### src/include/asp_pkg.sv
// shared constants for the sample packetizer ends
package asp_pkg;
  localparam int          CLK_PERIOD_NS = 50;
  localparam int          NPINS         = 4;
  localparam int          RES_BITS      = 12;
  localparam logic [7:0]  OFF_PIN0      = 8'h00;
  localparam logic [7:0]  OFF_PIN_STEP  = 8'h04;
  localparam logic [7:0]  OFF_GEN       = 8'h20;
  localparam int          PIN_EN_BIT    = 0;
  localparam int          PIN_DEST_LSB  = 8;
  localparam int          GEN_EN_BIT    = 0;
  localparam int          GEN_CAL_BIT   = 1;
  localparam int          GEN_SPP_LSB   = 8;
  localparam int          GEN_WID_LSB   = 16;
  localparam int          GEN_DROP_BIT  = 24;
  localparam logic [1:0]  WID_RST       = 2'h1;
  localparam logic [7:0]  SPP_RST       = 8'h01;
  localparam logic        DROP_RST      = 1'b1;
  localparam logic [1:0]  WID_8         = 2'h0;
  localparam logic [1:0]  WID_16        = 2'h1;
  localparam logic [1:0]  WID_32        = 2'h3;
  localparam logic [2:0]  CAL_PULSES    = 3'h6;
  localparam logic [19:0] CAL_REF_UV    = 20'hc3500;
  localparam int          PULSE_HI_NS   = 200;
  localparam int          PULSE_HI_CYC  = (PULSE_HI_NS + CLK_PERIOD_NS - 1) / CLK_PERIOD_NS;
endpackage

### src/include/asp_if.sv
// register port, sampling pulse and packet stream between the two ends
`timescale 1ns/100ps
interface asp_if (
  input wire logic clk,
  input wire logic resetn
);
  logic        reg_req;
  logic        reg_we;
  logic [7:0]  reg_addr;
  logic [31:0] reg_wdata;
  logic        reg_ack;
  logic [31:0] reg_rdata;
  logic        smp_tick;
  logic        pk_valid;
  logic        pk_ready;
  logic [7:0]  pk_data;
  logic        pk_end;
  logic [23:0] pk_dest;
  modport dev  (input clk, resetn, reg_req, reg_we, reg_addr, reg_wdata, smp_tick, pk_ready,
                output reg_ack, reg_rdata, pk_valid, pk_data, pk_end, pk_dest);
  modport host (input clk, resetn, reg_ack, reg_rdata, pk_valid, pk_data, pk_end, pk_dest,
                output reg_req, reg_we, reg_addr, reg_wdata, smp_tick, pk_ready);
endinterface

### src/verilog/asp_dev.sv
// converter control end: registers, pulse pacing, sample formatting and packetizing
// How it works
// - dropped flag sets on loss, clears on read
// - width 0 sends top eight result bits
// - width 1 sends sixteen bits, MSB first
// - width 3 sends thirty-two bits, MSB first
// - close packet at programmed sample count
// - count zero closes packet on register access
// - calibration bit selects internal reference
// - software discards one sample after switch
// - software scales readings by 800000 over x
// - pin registers read-only while converter enabled
// - software programs pins only while disabled
// - first six pulses after enable send nothing
// - seventh pulse onward delivers samples
// - controller repeats six pulses each enable
// - converter results are twelve bits wide
// - each pulse rising edge converts next pin
// - pin word holds destination and enable
`timescale 1ns/100ps
module asp_dev #(
  parameter int RES_W = asp_pkg::RES_BITS
) (
  asp_if.dev               bus,
  output logic             conv_start,
  output logic [1:0]       conv_pin,
  output logic             conv_ref_sel,
  input  wire logic        conv_done,
  input  wire logic [RES_W-1:0] conv_result
);
  import asp_pkg::*;

  localparam int EW = 24 + 32 + 2; // dest, word, byte count - 1

  typedef enum logic [2:0] {
    ASP_S_IDLE = 3'b001,
    ASP_S_BYTE = 3'b010,
    ASP_S_END  = 3'b100
  } asp_state_e;

  logic [23:0]     pin_dest_q [NPINS];
  logic [NPINS-1:0] pin_en_q;
  logic            en_q, cal_q, drop_q, ack_q, tick_q, keep_q, start_q, close_q;
  logic [1:0]      wid_q, pin_idx_q, cpin_q, bidx_q, blast_q;
  logic [7:0]      spp_q, pk_cnt_q;
  logic [2:0]      cal_cnt_q;
  logic [31:0]     rdata_q, sh_word_q;
  logic [23:0]     sh_dest_q;
  logic [EW-1:0]   fifo_q [2];
  logic            wr_ptr_q, rd_ptr_q;
  logic [1:0]      fcnt_q;
  asp_state_e      st_q, st_d;

  // register decode
  wire        rd_gen   = bus.reg_req & ~bus.reg_we & (bus.reg_addr == OFF_GEN);
  wire        wr_gen   = bus.reg_req & bus.reg_we & (bus.reg_addr == OFF_GEN);
  wire        gen_en_w = bus.reg_wdata[GEN_EN_BIT];
  logic [NPINS-1:0] pin_hit;
  logic [31:0]      pin_word [NPINS];
  logic [31:0]      rd_d;

  // per-pin decode and read word
  for (genvar i = 0; i < NPINS; i++) begin : g_pin
    assign pin_hit[i]  = bus.reg_req & (bus.reg_addr == OFF_PIN0 + 8'(i) * OFF_PIN_STEP);
    assign pin_word[i] = {pin_dest_q[i], 7'h00, pin_en_q[i]};
    always_ff @(posedge bus.clk) begin
      if (!bus.resetn) begin
        pin_dest_q[i] <= 24'h000000;
        pin_en_q[i]   <= 1'b0;
      end else if (pin_hit[i] & bus.reg_we & ~en_q) begin
        pin_dest_q[i] <= bus.reg_wdata[31:PIN_DEST_LSB];
        pin_en_q[i]   <= bus.reg_wdata[PIN_EN_BIT];
      end
    end
  end

  // read mux; unmapped offsets read zero
  always_comb begin
    rd_d = 32'h00000000;
    for (int i = 0; i < NPINS; i++) begin
      if (pin_hit[i]) begin
        rd_d = pin_word[i];
      end
    end
    if (bus.reg_addr == OFF_GEN) begin
      rd_d = {7'h00, drop_q, 6'h00, wid_q, spp_q, 6'h00, cal_q, en_q};
    end
  end

  // pulse edge, pacing and start-up discard
  wire rise      = bus.smp_tick & ~tick_q;
  wire take      = rise & en_q;
  wire en_rise   = wr_gen & gen_en_w & ~en_q;
  wire warmed    = (cal_cnt_q == CAL_PULSES);
  wire buf_full  = (fcnt_q == 2'h2);
  wire push_try  = conv_done & keep_q;
  wire push      = push_try & ~buf_full;
  wire drop_set  = push_try & buf_full;
  wire pop       = (st_q == ASP_S_IDLE) & (fcnt_q != 2'h0) & ~(close_q & pk_cnt_q != 8'h00);
  wire byte_done = (st_q == ASP_S_BYTE) & bus.pk_ready;
  wire last_byte = byte_done & (bidx_q == blast_q);
  wire end_done  = (st_q == ASP_S_END) & bus.pk_ready;
  wire [7:0] pk_cnt_inc = pk_cnt_q + 8'h01;

  // sample formatting: left aligned, top bytes only are sent
  wire [31:0] fmt_word = {conv_result, {(32 - RES_W){1'b0}}};
  logic [1:0] fmt_last;
  always_comb begin
    unique case (wid_q)
      WID_16:  fmt_last = 2'h1;
      WID_32:  fmt_last = 2'h3;
      default: fmt_last = 2'h0;
    endcase
  end

  // general control register and dropped flag
  always_ff @(posedge bus.clk) begin
    if (!bus.resetn) begin
      en_q   <= 1'b0;
      cal_q  <= 1'b0;
      wid_q  <= WID_RST;
      spp_q  <= SPP_RST;
      drop_q <= DROP_RST;
    end else begin
      if (wr_gen) begin
        en_q  <= gen_en_w;
        cal_q <= bus.reg_wdata[GEN_CAL_BIT];
        wid_q <= bus.reg_wdata[GEN_WID_LSB +: 2];
        spp_q <= bus.reg_wdata[GEN_SPP_LSB +: 8];
      end
      drop_q <= drop_set | (drop_q & ~rd_gen);
    end
  end

  // register answer one cycle after the request
  always_ff @(posedge bus.clk) begin
    if (!bus.resetn) begin
      ack_q   <= 1'b0;
      rdata_q <= 32'h00000000;
    end else begin
      ack_q   <= bus.reg_req;
      rdata_q <= bus.reg_req ? rd_d : rdata_q;
    end
  end

  // conversion launch on each accepted pulse
  always_ff @(posedge bus.clk) begin
    if (!bus.resetn) begin
      tick_q    <= 1'b0;
      cal_cnt_q <= 3'h0;
      pin_idx_q <= 2'h0;
      cpin_q    <= 2'h0;
      start_q   <= 1'b0;
      keep_q    <= 1'b0;
    end else begin
      tick_q  <= bus.smp_tick;
      start_q <= take;
      if (en_rise) begin
        cal_cnt_q <= 3'h0;
      end else if (take & ~warmed) begin
        cal_cnt_q <= cal_cnt_q + 3'h1;
      end
      if (take) begin
        cpin_q    <= pin_idx_q;
        pin_idx_q <= pin_idx_q + 2'h1;
        keep_q    <= warmed & pin_en_q[pin_idx_q];
      end else if (conv_done) begin
        keep_q <= 1'b0;
      end
    end
  end

  // two-entry buffer between converter and serializer
  always_ff @(posedge bus.clk) begin
    if (!bus.resetn) begin
      wr_ptr_q <= 1'b0;
      rd_ptr_q <= 1'b0;
      fcnt_q   <= 2'h0;
    end else begin
      if (push) begin
        fifo_q[wr_ptr_q] <= {pin_dest_q[cpin_q], fmt_word, fmt_last};
        wr_ptr_q         <= ~wr_ptr_q;
      end
      if (pop) begin
        rd_ptr_q <= ~rd_ptr_q;
      end
      fcnt_q <= fcnt_q + {1'b0, push} - {1'b0, pop};
    end
  end

  // serializer state
  always_comb begin
    st_d = st_q;
    unique case (st_q)
      ASP_S_IDLE: begin
        if (close_q & pk_cnt_q != 8'h00) begin
          st_d = ASP_S_END;
        end else if (pop) begin
          st_d = ASP_S_BYTE;
        end
      end
      ASP_S_BYTE: begin
        if (last_byte) begin
          st_d = (spp_q != 8'h00 && pk_cnt_inc == spp_q) ? ASP_S_END : ASP_S_IDLE;
        end
      end
      ASP_S_END: begin
        if (end_done) begin
          st_d = ASP_S_IDLE;
        end
      end
      default: st_d = ASP_S_IDLE;
    endcase
  end

  // any register access asks an open endless packet to close; a new request wins over the clear
  wire close_clr = end_done | ((st_q == ASP_S_IDLE) & (pk_cnt_q == 8'h00));
  always_ff @(posedge bus.clk) begin
    if (!bus.resetn) begin
      st_q     <= ASP_S_IDLE;
      close_q  <= 1'b0;
      pk_cnt_q <= 8'h00;
      bidx_q   <= 2'h0;
      blast_q  <= 2'h0;
      sh_word_q <= 32'h00000000;
      sh_dest_q <= 24'h000000;
    end else begin
      st_q    <= st_d;
      close_q <= (bus.reg_req & (spp_q == 8'h00)) | (close_q & ~close_clr);
      if (pop) begin
        {sh_dest_q, sh_word_q, blast_q} <= fifo_q[rd_ptr_q];
        bidx_q <= 2'h0;
      end else if (byte_done) begin
        // emptied after the last byte, else a narrow sample leaves its low nibble on the end marker beat
        sh_word_q <= last_byte ? 32'h00000000 : {sh_word_q[23:0], 8'h00}; // msb byte first
        bidx_q    <= bidx_q + 2'h1;
      end
      if (end_done) begin
        pk_cnt_q <= 8'h00;
      end else if (last_byte) begin
        pk_cnt_q <= pk_cnt_inc;
      end
    end
  end

  assign bus.reg_ack   = ack_q;
  assign bus.reg_rdata = rdata_q;
  assign bus.pk_valid  = (st_q != ASP_S_IDLE);
  assign bus.pk_end    = (st_q == ASP_S_END);
  assign bus.pk_data   = sh_word_q[31:24];
  assign bus.pk_dest   = sh_dest_q;
  assign conv_start    = start_q;
  assign conv_pin      = cpin_q;
  assign conv_ref_sel  = cal_q;
endmodule

### src/flat_wrapper.sv
// flat-port wrapper written by rule: the top's interface ports become plain ports
module asp_dev_flat import asp_pkg::*;
#(
  parameter int RES_W = asp_pkg::RES_BITS
)
  (conv_start, conv_pin, conv_ref_sel, conv_done, conv_result, clk, resetn, bus_reg_req, bus_reg_we, bus_reg_addr, bus_reg_wdata, bus_smp_tick, bus_pk_ready, bus_reg_ack, bus_reg_rdata, bus_pk_valid, bus_pk_data, bus_pk_end, bus_pk_dest);
  asp_if bus_i (.clk(clk), .resetn(resetn));
  output logic conv_start;
  output logic [1:0] conv_pin;
  output logic conv_ref_sel;
  input  wire logic conv_done;
  input  wire logic [RES_W-1:0] conv_result;
  input wire logic clk;
  input wire logic resetn;
  input wire logic [$bits(bus_i.reg_req)-1:0] bus_reg_req;
  input wire logic [$bits(bus_i.reg_we)-1:0] bus_reg_we;
  input wire logic [$bits(bus_i.reg_addr)-1:0] bus_reg_addr;
  input wire logic [$bits(bus_i.reg_wdata)-1:0] bus_reg_wdata;
  input wire logic [$bits(bus_i.smp_tick)-1:0] bus_smp_tick;
  input wire logic [$bits(bus_i.pk_ready)-1:0] bus_pk_ready;
  output wire logic [$bits(bus_i.reg_ack)-1:0] bus_reg_ack;
  output wire logic [$bits(bus_i.reg_rdata)-1:0] bus_reg_rdata;
  output wire logic [$bits(bus_i.pk_valid)-1:0] bus_pk_valid;
  output wire logic [$bits(bus_i.pk_data)-1:0] bus_pk_data;
  output wire logic [$bits(bus_i.pk_end)-1:0] bus_pk_end;
  output wire logic [$bits(bus_i.pk_dest)-1:0] bus_pk_dest;
  assign bus_i.reg_req = bus_reg_req;
  assign bus_i.reg_we = bus_reg_we;
  assign bus_i.reg_addr = bus_reg_addr;
  assign bus_i.reg_wdata = bus_reg_wdata;
  assign bus_i.smp_tick = bus_smp_tick;
  assign bus_i.pk_ready = bus_pk_ready;
  assign bus_reg_ack = bus_i.reg_ack;
  assign bus_reg_rdata = bus_i.reg_rdata;
  assign bus_pk_valid = bus_i.pk_valid;
  assign bus_pk_data = bus_i.pk_data;
  assign bus_pk_end = bus_i.pk_end;
  assign bus_pk_dest = bus_i.pk_dest;
  asp_dev #(.RES_W(RES_W)) u_core (.bus(bus_i), .conv_start(conv_start), .conv_pin(conv_pin), .conv_ref_sel(conv_ref_sel), .conv_done(conv_done), .conv_result(conv_result));
endmodule
### config.mk
export PLATFORM = sky130hd
export DESIGN_NAME = asp_dev_flat
export DESIGN_NICKNAME = d
export VERILOG_FILES = /design/src/include/asp_pkg.sv /design/src/include/asp_if.sv /design/src/verilog/asp_dev.sv /design/src/flat_wrapper.sv
export SDC_FILE = /design/constraint.sdc
export NUM_CORES = 1
export LEC_CHECK = 0
export BUFFER_PORTS_ARGS = -buffer_cell sky130_fd_sc_hd__buf_2
export CORE_MARGIN = 2
export CORE_UTILIZATION = 29
export DETAILED_ROUTE_END_ITERATION = 16
export MAX_ROUTING_LAYER = met4
export SETUP_SLACK_MARGIN = 0.4
export SYNTH_ARGS = -nofsm -noshare
export SYNTH_HDL_FRONTEND = slang
export SYNTH_SLANG_ARGS = --single-unit
### constraint.sdc
create_clock -name clk -period 2.73 [get_ports clk]
set_input_delay 0.1365 -clock clk [delete_from_list [all_inputs] [get_ports clk]]
set_output_delay 0.1365 -clock clk [all_outputs]
set_load 0.02 [all_outputs]
Word-level counts from Yosys, hierarchy flattened. Memories as Yosys holds them, arrays and structs flattened. A register that Yosys moved wholly into a read port is not among the register bits. Cells that the tools add are included.

Word-level logic and storage cells: 162. Bits in writable memories: 172. Output and inout port bits: 71. Memories: 2. Bits in registers: 136.

Order comparisons: 1. Bitwise operators: 53. Equality and inequality tests: 17. Reductions and logical operators: 13. $add $sub $neg: 6. Multiplexer cells: 43.

Memory list: u_core.pin_dest_q (words 4, bits a word 24, read ports 5, clocked after Yosys merged registers in 1, write ports 4, RTL line asp_dev.sv:41) `logic [23:0] pin_dest_q [NPINS];`; u_core.fifo_q (words 2, bits a word 38, read ports 1, clocked after Yosys merged registers in 1, write ports 1, RTL line asp_dev.sv:49) `logic [EW-1:0] fifo_q [2];`.

Operators with widths (count): two-way mux 32 bit (8); two-way mux 24 bit (4); AND 1 bit (35); logical NOT 8 bit (3); two-way mux 1 bit (21); == test 8 x 4 -> 1 bit (second input constant) (2); nonzero test 8 bit (2); two-way mux 3 bit (5); NOT 1 bit (11); case mux 3 bit (3 select lines) (1); adder 8 x 1 -> 8 bit (second input constant) (1); == test 8 x 3 -> 1 bit (second input constant) (1); == test 8 x 6 -> 1 bit (second input constant) (1); == test 8 bit (1); OR 1 bit (7); == test 3 bit (second input constant) (2); != test 3 x 1 -> 1 bit (second input constant) (2); nonzero test 2 bit (3); OR reduction 2 bit (3); adder 2 x 1 -> 2 bit (second input constant) (2); == test 2 bit (second input constant) (2); two-way mux 2 bit (2); != test 2 x 1 -> 1 bit (second input constant) (2); case mux 2 bit (2 select lines) (1); 11 further kinds (11).

Longest topological paths before layout. Gate-level depths: netlist (run 1).

Depth after elaboration: 8. Mapped depth: 14.

Least setup slack after synthesis (run 1). Ideal clock, no wire load.

Kind: register to register. From: register u_core.pk_cnt_q[0]. To: register u_core.fcnt_q[1]. Cell stages (with the launch flop): 15. Arrival time: 2819 ps. Buffers on the path: 2. Path slack: -216 ps. Cells stage by stage: dfxtp_1 > inv_1 > ha_1 > or4b_1 > o41a_1 > or3_1 > buf_6 > clkinv_4 > buf_4 > ha_1 > inv_1 > ha_1 > xnor2_1 > xnor2_1 > nor2_1.

Longest elaborated chain between the ends: 5.

RTL lines: start, declared (RTL line asp_dev.sv:45) `logic [7:0] spp_q, pk_cnt_q;`; start signal, assigned (RTL line asp_dev.sv:241) `pk_cnt_q <= pk_cnt_inc;`; nonzero test 8 bit (RTL line asp_dev.sv:99) `wire pop = (st_q == ASP_S_IDLE) & (fcnt_q != 2'h0) & ~(close_q & pk_cnt_q != 8'h00);`; AND 1 bit (RTL line asp_dev.sv:99); NOT 1 bit (RTL line asp_dev.sv:99); AND 1 bit (RTL line asp_dev.sv:99); net u_core.pop (RTL line asp_dev.sv:99); subtractor 2 x 1 -> 2 bit (RTL line asp_dev.sv:187) `fcnt_q <= fcnt_q + {1'b0, push} - {1'b0, pop};`; end signal, assigned (RTL line asp_dev.sv:187); end, declared (RTL line asp_dev.sv:51) `logic [1:0] fcnt_q;`.

The timed path passes the listed nets, and every way through them passes these cells. A chain may end at the register's enable or synchronous reset.

Final worst setup path (run 1).
From: register u_core.pk_cnt_q[0]. To: register u_core.fcnt_q[1].

Longest elaborated chain between the ends: 5.

RTL lines (RTL line): nonzero test 8 bit (asp_dev.sv:99); AND 1 bit (asp_dev.sv:99); NOT 1 bit (asp_dev.sv:99); AND 1 bit (asp_dev.sv:99); subtractor 2 x 1 -> 2 bit (asp_dev.sv:187).

Every way passes these cells.

==> key figures, run 1 <==
Clock network
  • Latest clock arrival within the worst-skew pair: ~0.55 ns
  • Clock Pin Slew Worst Setup and Hold Paths: ~0.06 ns
  • Clk root buf: clkbuf_16
  • CTS sink cnt: between 200 and 300
  • Num CTS Buffers: 29
  • H-tree levels: 1
  • Max clock buf depth: 3
  • CTS tree: yes

Synth
  • Area leader, netlist: edfxtp_1
  • Top-count cell post-synth: edfxtp_1
  • Sequential share of the synthesized area: around 59%
  • Cells after synthesis: between 900 and 1000
  • Post-synth top cells: edfxtp_1 (172), dfxtp_1 (113), and2_1 (101), mux2i_1 (73), nor2_1 (70)
  • Top cells by area, synth: edfxtp_1 (41%), dfxtp_1 (18%), mux2i_1 (5.8%)
  • Synthesized flop and latch total: 285
  • Syn avg cell area: between 10 and 15 µm²
  • Synth warn: 0
  • Post-Synthesis Cell Area: roughly 12000 µm²
  • Post-synth EDFFs: roughly 170
  • Synth top area share: about two fifths
  • Synth unique cells: 58
  • Async S/R FF share, synth: 0%
  • Ys flop type: edfxtp_1

Placement
  • Detail Placement HPWL: approximately 21000 µm
  • Buffers on Ports: ~120
  • DP Worst Slack: 0.0315 ns
  • Dpl cell area: 14000 µm²
  • Final RePlAce weighted congestion: roughly 0.82

Critical path
  • Critical path class: reg -> reg
  • Worst path slowest cell: or4b_4
  • WP data required: approximately 3.2 ns
  • CP most frequent cell: ha_4
  • Crit path DAT: ~3 ns
  • Largest fanout on the critical path: 2
  • Cell family with most CP delay: simple AND/OR/NAND/NOR gates
  • CP max stage delay: ~0.45 ns
  • Startpoint Class: register
  • CP Buf/Inv Count: 3
  • Crit end category: register
  • Cells along the critical path: inv_4, ha_4, or4b_4, o41a_1, or3_4, clkinv_8, ha_4, inv_4, ha_4, xnor2_2, xnor2_1, nor2_1

Timing
  • Final Setup Violations: 0
  • Final Max Slew Viols: 0
  • Hold Slack: approximately 0.085 ns
  • Fin Setup TNS: 0 ns
  • Tcrit/Tclk final: around 94%
  • Worst-Margin Slew: 0.573 ns
  • Worst slew margin: about three fifths
  • Hold Fails Final Rpt: 0
  • RSZ-0062 raised after global routing: true
  • PnR worst setup slack: about 0.17 ns
  • Tmin final: around 2.6 ns
  • Clock Skew: about 0.0075 ns
  • Max Clk Rate: between 300 and 400 MHz

Global route
  • Total congestion overflow: 0
  • Gr usage total: roughly 15%
  • Initial antenna violation count: 2
  • Vias in the first global route: ~8200
  • First-pass GRT wire length: 48300 µm
  • Largest net degree at the start of global routing: 76

Finish
  • Layout cells sized above 1: about 28%
  • Design area: ~16000 µm²
  • Final net count: approximately 1200
  • Area delta synth->final: 26.5%

Routing
  • Routed Antenna Nets: 0
  • DRC viols: 0
  • First-pass DRT Iterations: 4
  • Total routed wirelength: 32000 µm
  • Initial DRC Count: slightly above 600
  • Vias post-DR: just over 8000
  • DR WL/cell: about 19 µm
  • Vias per cell: approximately 4.8

Die
  • CORE AREA: around 43000 µm²
  • Die area: ~45000 µm²
  • Row cnt: 76
  • Ports: 130
  • Initial Util: about 29%
  • Die Width: about 210 µm
  • Die H: roughly 210 µm

Power and ir drop
  • Leak: ~5.8 nW
  • Pwr Density: ~760 nW/µm²
  • Peak VDD IR: 0.000414 V

Run
  • Max_cap viols: 0

Status
  • Status: completed

Worst hold path
  • Worst hold path type: in -> reg
==> cell families (layout without fill, tap and decap cells) <==
group | after synthesis | after routing | share of synthesized area [%]
compound gates | 134 | 134 | 8.55
xor+xnor | 27 | 27 | 1.89
fa+ha+maj | 6 | 6 | 0.601
buf+inv | 87 | 290 | 3.47
flops | 285 | 285 | 59.5
mux | 115 | 115 | 12.3
other cells | 1 | 8 | 0.0300
simple gates | 316 | 316 | 13.7
==> what timing repair did <==
action / 4_1_cts / 5_1_grt
cloned: 4 / 3
endpoints found under the hold margin: 149 / 0
resized for setup: 15 / 28
buffers inserted: 7 / 5
hold buffers: 43 / 0
endpoints found under the setup margin: 42 / 44
pin swaps: 2 / 22
==> where the power goes <==
part / switching [mW] / leakage, nW / internal, mW
sequential: 0.212 / 2.52 / 4.85
clock: 1.62 / 0.458 / 2.31
combinational: 1.50 / 2.77 / 1.57
total: 3.33 / 5.75 / 8.73
==> final timing paths <==
kind                                     startpoint                           endpoint  slack (ns)  cells after the start
hold reg to reg   u_core.sh_word_q[25]$_SDFFE_PN0P_  u_core.sh_word_q[25]$_SDFFE_PN0P_        0.46                      2
setup / recovery    u_core.pk_cnt_q[0]$_SDFFE_PP0P_        u_core.fcnt_q[1]$_SDFF_PN0_        0.17                     12
hold / removal                         bus_pk_ready        u_core.st_q[1]$_SDFFE_PN0P_        0.09                      3
setup reg to reg    u_core.pk_cnt_q[0]$_SDFFE_PP0P_        u_core.fcnt_q[1]$_SDFF_PN0_        0.17                     12
==> cell type report <==
cell class                      instances  area, µm²
Clock inverter                         10        103
Tap cell                              546        683
Inverter                               11       60.1
Multi-Input combinational cell        604       4800
Fill cell                            4063      27000
Antenna cell                            2       5.00
Sequential cell                       285       7430
Timing Repair Buffer                  226       1870
Clock buffer                           43        840
==> worst register-to-register path, cell delays in order, from the launching register on <==
cell,delay (ns)
dfxtp_4,0.35
inv_4,0.05
ha_4,0.11
or4b_4,0.45
o41a_1,0.36
or3_4,0.39
clkinv_8,0.07
ha_4,0.19
inv_4,0.05
ha_4,0.13
xnor2_2,0.11
xnor2_1,0.13
nor2_1,0.05
==> routing by layer <==
layer	vias to the layer above	global-route usage, %	routed length, µm
met4	0	4.18	656
met3	39	2.58	1600
li1	3928	-	-
met2	161	24.0	15500
met1	4086	18.4	14200
met5	-	-	0
==> registers in the layout, summed over array words and instances, names as in the netlist, 2 cells and up, named ones only <==
name                  count
u_core.fcnt_q             2
u_core.st_q               3
u_core.pin_en_q           4
u_core.conv_pin           2
u_core.fifo_q            76
u_core.pin_idx_q          2
u_core.bus.pk_dest       24
u_core.bus.reg_rdata     26
u_core.pin_dest_q        96
u_core.cal_cnt_q          3
u_core.spp_q              8
u_core.pk_cnt_q           8
u_core.wid_q              2
u_core.sh_word_q         12
u_core.bidx_q             2
u_core.blast_q            2
==> stage by stage <==
step	utilization, %	total power [mW]	cells
5_1_grt	36.9	12.6	1727
4_1_cts	36.4	11.8	1717
3_3_place_gp	32.7	7.23	1610
2_1_floorplan	-	6.75	976
6_report	36.9	12.1	1727
3_5_place_dp	32.7	7.29	1610
==> layout by cell type (no fill, tap or decap), types with 4 or more instances in the layout <==
cell type      netlist  routed
nand4_1              5       5
buf_12               0      15
nor2_4               0       4
a22o_1               4       4
mux2i_1             73      73
mux4_2              30      30
o22a_1              13      13
nand2_1             58      55
a41oi_1              7       7
clkbuf_8             0       4
inv_1                9       6
nor2_1              70      64
nand2b_1            19      18
and2_1             101     100
xnor2_1             20      18
a211oi_1             7       7
mux2_2              12      12
dfxtp_1            113     111
buf_2                3     117
conb_1               1       6
a22oi_1              6       6
nor3_1               9       7
clkbuf_16            0      33
buf_4               18      37
buf_8                0       4
dlygate4sd3_1        0      43
nand3b_1             4       4
clkbuf_1            43       9
buf_16               0       4
nand3_1             19      18
xor2_1               7       7
clkinv_2             0       4
a21oi_1             33      33
o21ai_0             19      19
edfxtp_1           172     172
or4_1                4       4
a211oi_2            29      29
Note: power is estimated with default switching activity, not from simulation.
==> run 2, diff against run 1 <==
Settings changed: SETUP_SLACK_MARGIN 0.4 to 0.3.
==> run 2 against run 1 <==
Net effect:
- first-iteration DRC count fell by 32%
- clock power rose by 9.7%
- fmax rose by 1.5%
- global-route usage rose by 0.11 points
- sequential power barely moved
- flip-flop and latch count did not move
- die area did not move
- critical endpoint unchanged
- via count fell by 1.0%
- highest routed layer unchanged
- cell count fell by 0.35%
==> key figures, run 2 (same netlist as run 1, synthesis figures left out) <==
Worst hold path
  • Worst hold start: bus_pk_ready
  • Hold path cells: 3
  • Hold Path Sink: u_core.st_q[1]$_SDFFE_PN0P_
  • Worst hold path type: in -> reg

Global route
  • Total congestion overflow: 0
  • Gr usage total: about 15%
  • Vias in the first global route: ~8400
  • First-pass GRT wire length: roughly 49000 µm
  • Initial antenna violation count: 5
  • Largest net degree at the start of global routing: 39

Clock network
  • Clock Pin Slew Worst Setup and Hold Paths: approximately 0.060 ns
  • Clk root buf: clkbuf_16
  • Num CTS Buffers: 30
  • CTS sink cnt: roughly 290
  • Setup repair bufs after CTS: 0
  • Latest clock arrival within the worst-skew pair: ~0.56 ns
  • Max clock buf depth: 3
  • H-tree levels: 1
  • CTS tree: yes

Die
  • Row cnt: between 70 and 80
  • Ports: 130
  • Initial Util: just under 30%
  • Die Width: ~210 µm
  • CORE AREA: roughly 43000 µm²
  • Die H: 212 µm
  • Die area: about 45000 µm²

Routing
  • Vias post-DR: between 8000 and 9000
  • Initial DRC Count: 424
  • DRC viols: 0
  • First-pass DRT Iterations: 5
  • Vias per cell: between 4 and 5
  • Total routed wirelength: between 30000 and 40000 µm
  • DR WL/cell: 18.7 µm
  • Routed Antenna Nets: 0

Power and ir drop
  • Peak VDD IR: approximately 0.00043 V
  • Leak: between 5 and 6 nW
  • Pwr Density: approximately 760 nW/µm²

Critical path
  • Largest fanout on the critical path: 2
  • Worst path slowest cell: or4b_4
  • Critical R2R Capture: u_core.fcnt_q[1]$_SDFF_PN0_
  • Register-to-register setup slack: ~0.21 ns
  • Critical path class: reg -> reg
  • WP data required: between 3 and 4 ns
  • Crit end category: register
  • Reg2Reg Depth: 12
  • Cell family with most CP delay: simple AND/OR/NAND/NOR gates
  • CP most frequent cell: ha_4
  • Startpoint Class: register
  • CP Buf/Inv Count: 3
  • RR Startpoint: u_core.pk_cnt_q[0]$_SDFFE_PP0P_
  • Crit path DAT: around 3.0 ns
  • CP max stage delay: between 0.4 and 0.5 ns
  • Cells along the critical path: inv_2, ha_1, or4b_4, o41a_1, or3_4, clkinv_8, ha_4, inv_4, ha_4, xnor2_2, xnor2_1, nor2_1

Timing
  • Worst-Margin Slew: about 0.60 ns
  • Tmin final: 2.52 ns
  • Final Setup Violations: 0
  • Clock Skew: between 0.015 and 0.02 ns
  • RSZ-0062 raised after global routing: true
  • Worst slew margin: approximately three fifths
  • Fin Setup TNS: 0 ns
  • Final Max Slew Viols: 0
  • Max Clk Rate: a little under 400 MHz
  • Hold Fails Final Rpt: 0
  • Tcrit/Tclk final: 92.5%

Placement
  • Buffers on Ports: approximately 120
  • Final RePlAce weighted congestion: a little over 0.8
  • Detail Placement HPWL: 22100 µm
  • Cells after DPL: roughly 1600

Finish
  • Layout cells sized above 1: 27.4%
  • Leading cell type in the layout, fill and taps excluded: edfxtp_1
  • Max reg flops: 96
  • Final cell count without fillers: between 1500 and 2000
  • Final net count: around 1200
  • Most frequent cells in the layout: edfxtp_1 (172), buf_2 (117), dfxtp_1 (111)
  • Top reg by flops: u_core.pin_dest_q
  • Area delta synth->final: 24.8%

Run
  • Max_cap viols: 0

Status
  • Status: completed
## run 2: where the power goes
part / internal [mW] / total, mW / switching [mW]
Sequential: 4.85 / 5.05 / 0.197
Clock: 2.59 / 4.30 / 1.72
Combinational: 1.09 / 2.44 / 1.35
## run 2: metrics by stage
step	hold slack, ns	area [µm²]	power, mW	worst slack, ns	utilization (%)
6_report	0.0550	15600	11.8	0.205	36.4
5_1_grt	0.0652	15600	12.3	0.145	36.4
4_1_cts	0.0255	15500	11.8	0.182	36.3
3_5_place_dp	0.331	14000	7.25	0.0320	32.7
3_3_place_gp	0.328	14000	7.19	0.0481	32.7
2_1_floorplan	0.235	12600	6.75	-0.0619	-
## run 2: per-layer routing
metal	share of wire [%]	GRT usage (%)	vias up
li1	-	-	3900
met5	0	-	-
met1	43	17.6	4032
met2	49	24.9	155
met3	5.7	3.29	45
met4	2.2	4.10	0
## run 2: repair_timing
action                                 CTS  global route
endpoints found under the hold margin  140             0
cloned                                   2             1
setup endpoints to repair               42            40
pin swaps                                1             0
hold buffers                            41             0
gates resized for setup                  5             2
## run 2: worst reg2reg max path: stages, from the launching register on
cell and delay (ns):
dfxtp_4 0.34, inv_2 0.04, ha_1 0.12, or4b_4 0.45, o41a_1 0.36, or3_4 0.38, clkinv_8 0.06, ha_4 0.19
inv_4 0.05, ha_4 0.13, xnor2_2 0.11, xnor2_1 0.13, nor2_1 0.05
## run 2: cell type report
class | instances | area (µm²)
clock buffers | 43 | 938
multi-input cells | 604 | 4720
fillers | 4151 | 27200
clock inverters | 13 | 129
diodes | 5 | 12.5
repair buffers | 214 | 1620
inverters | 11 | 57.6
flip-flops and latches | 285 | 7430
well taps | 546 | 683
## run 2: worst max-delay path by stage
| stage | start | end | cells after the start |
|---|---|---|---|
| after global routing | u_core.pk_cnt_q[0]$_SDFFE_PP0P_ | u_core.fcnt_q[1]$_SDFF_PN0_ | 12 |
| after floorplan | u_core.pk_cnt_q[0]$_SDFFE_PP0P_ | u_core.fcnt_q[1]$_SDFF_PN0_ | 14 |
| final | u_core.pk_cnt_q[0]$_SDFFE_PP0P_ | u_core.fcnt_q[1]$_SDFF_PN0_ | 12 |
| after CTS | u_core.pk_cnt_q[0]$_SDFFE_PP0P_ | u_core.fcnt_q[1]$_SDFF_PN0_ | 12 |
| after detailed placement | u_core.pk_cnt_q[0]$_SDFFE_PP0P_ | u_core.bus.pk_dest[15]$_SDFFE_PN0P_ | 10 |
| after global placement | u_core.pk_cnt_q[0]$_SDFFE_PP0P_ | u_core.fcnt_q[1]$_SDFF_PN0_ | 12 |
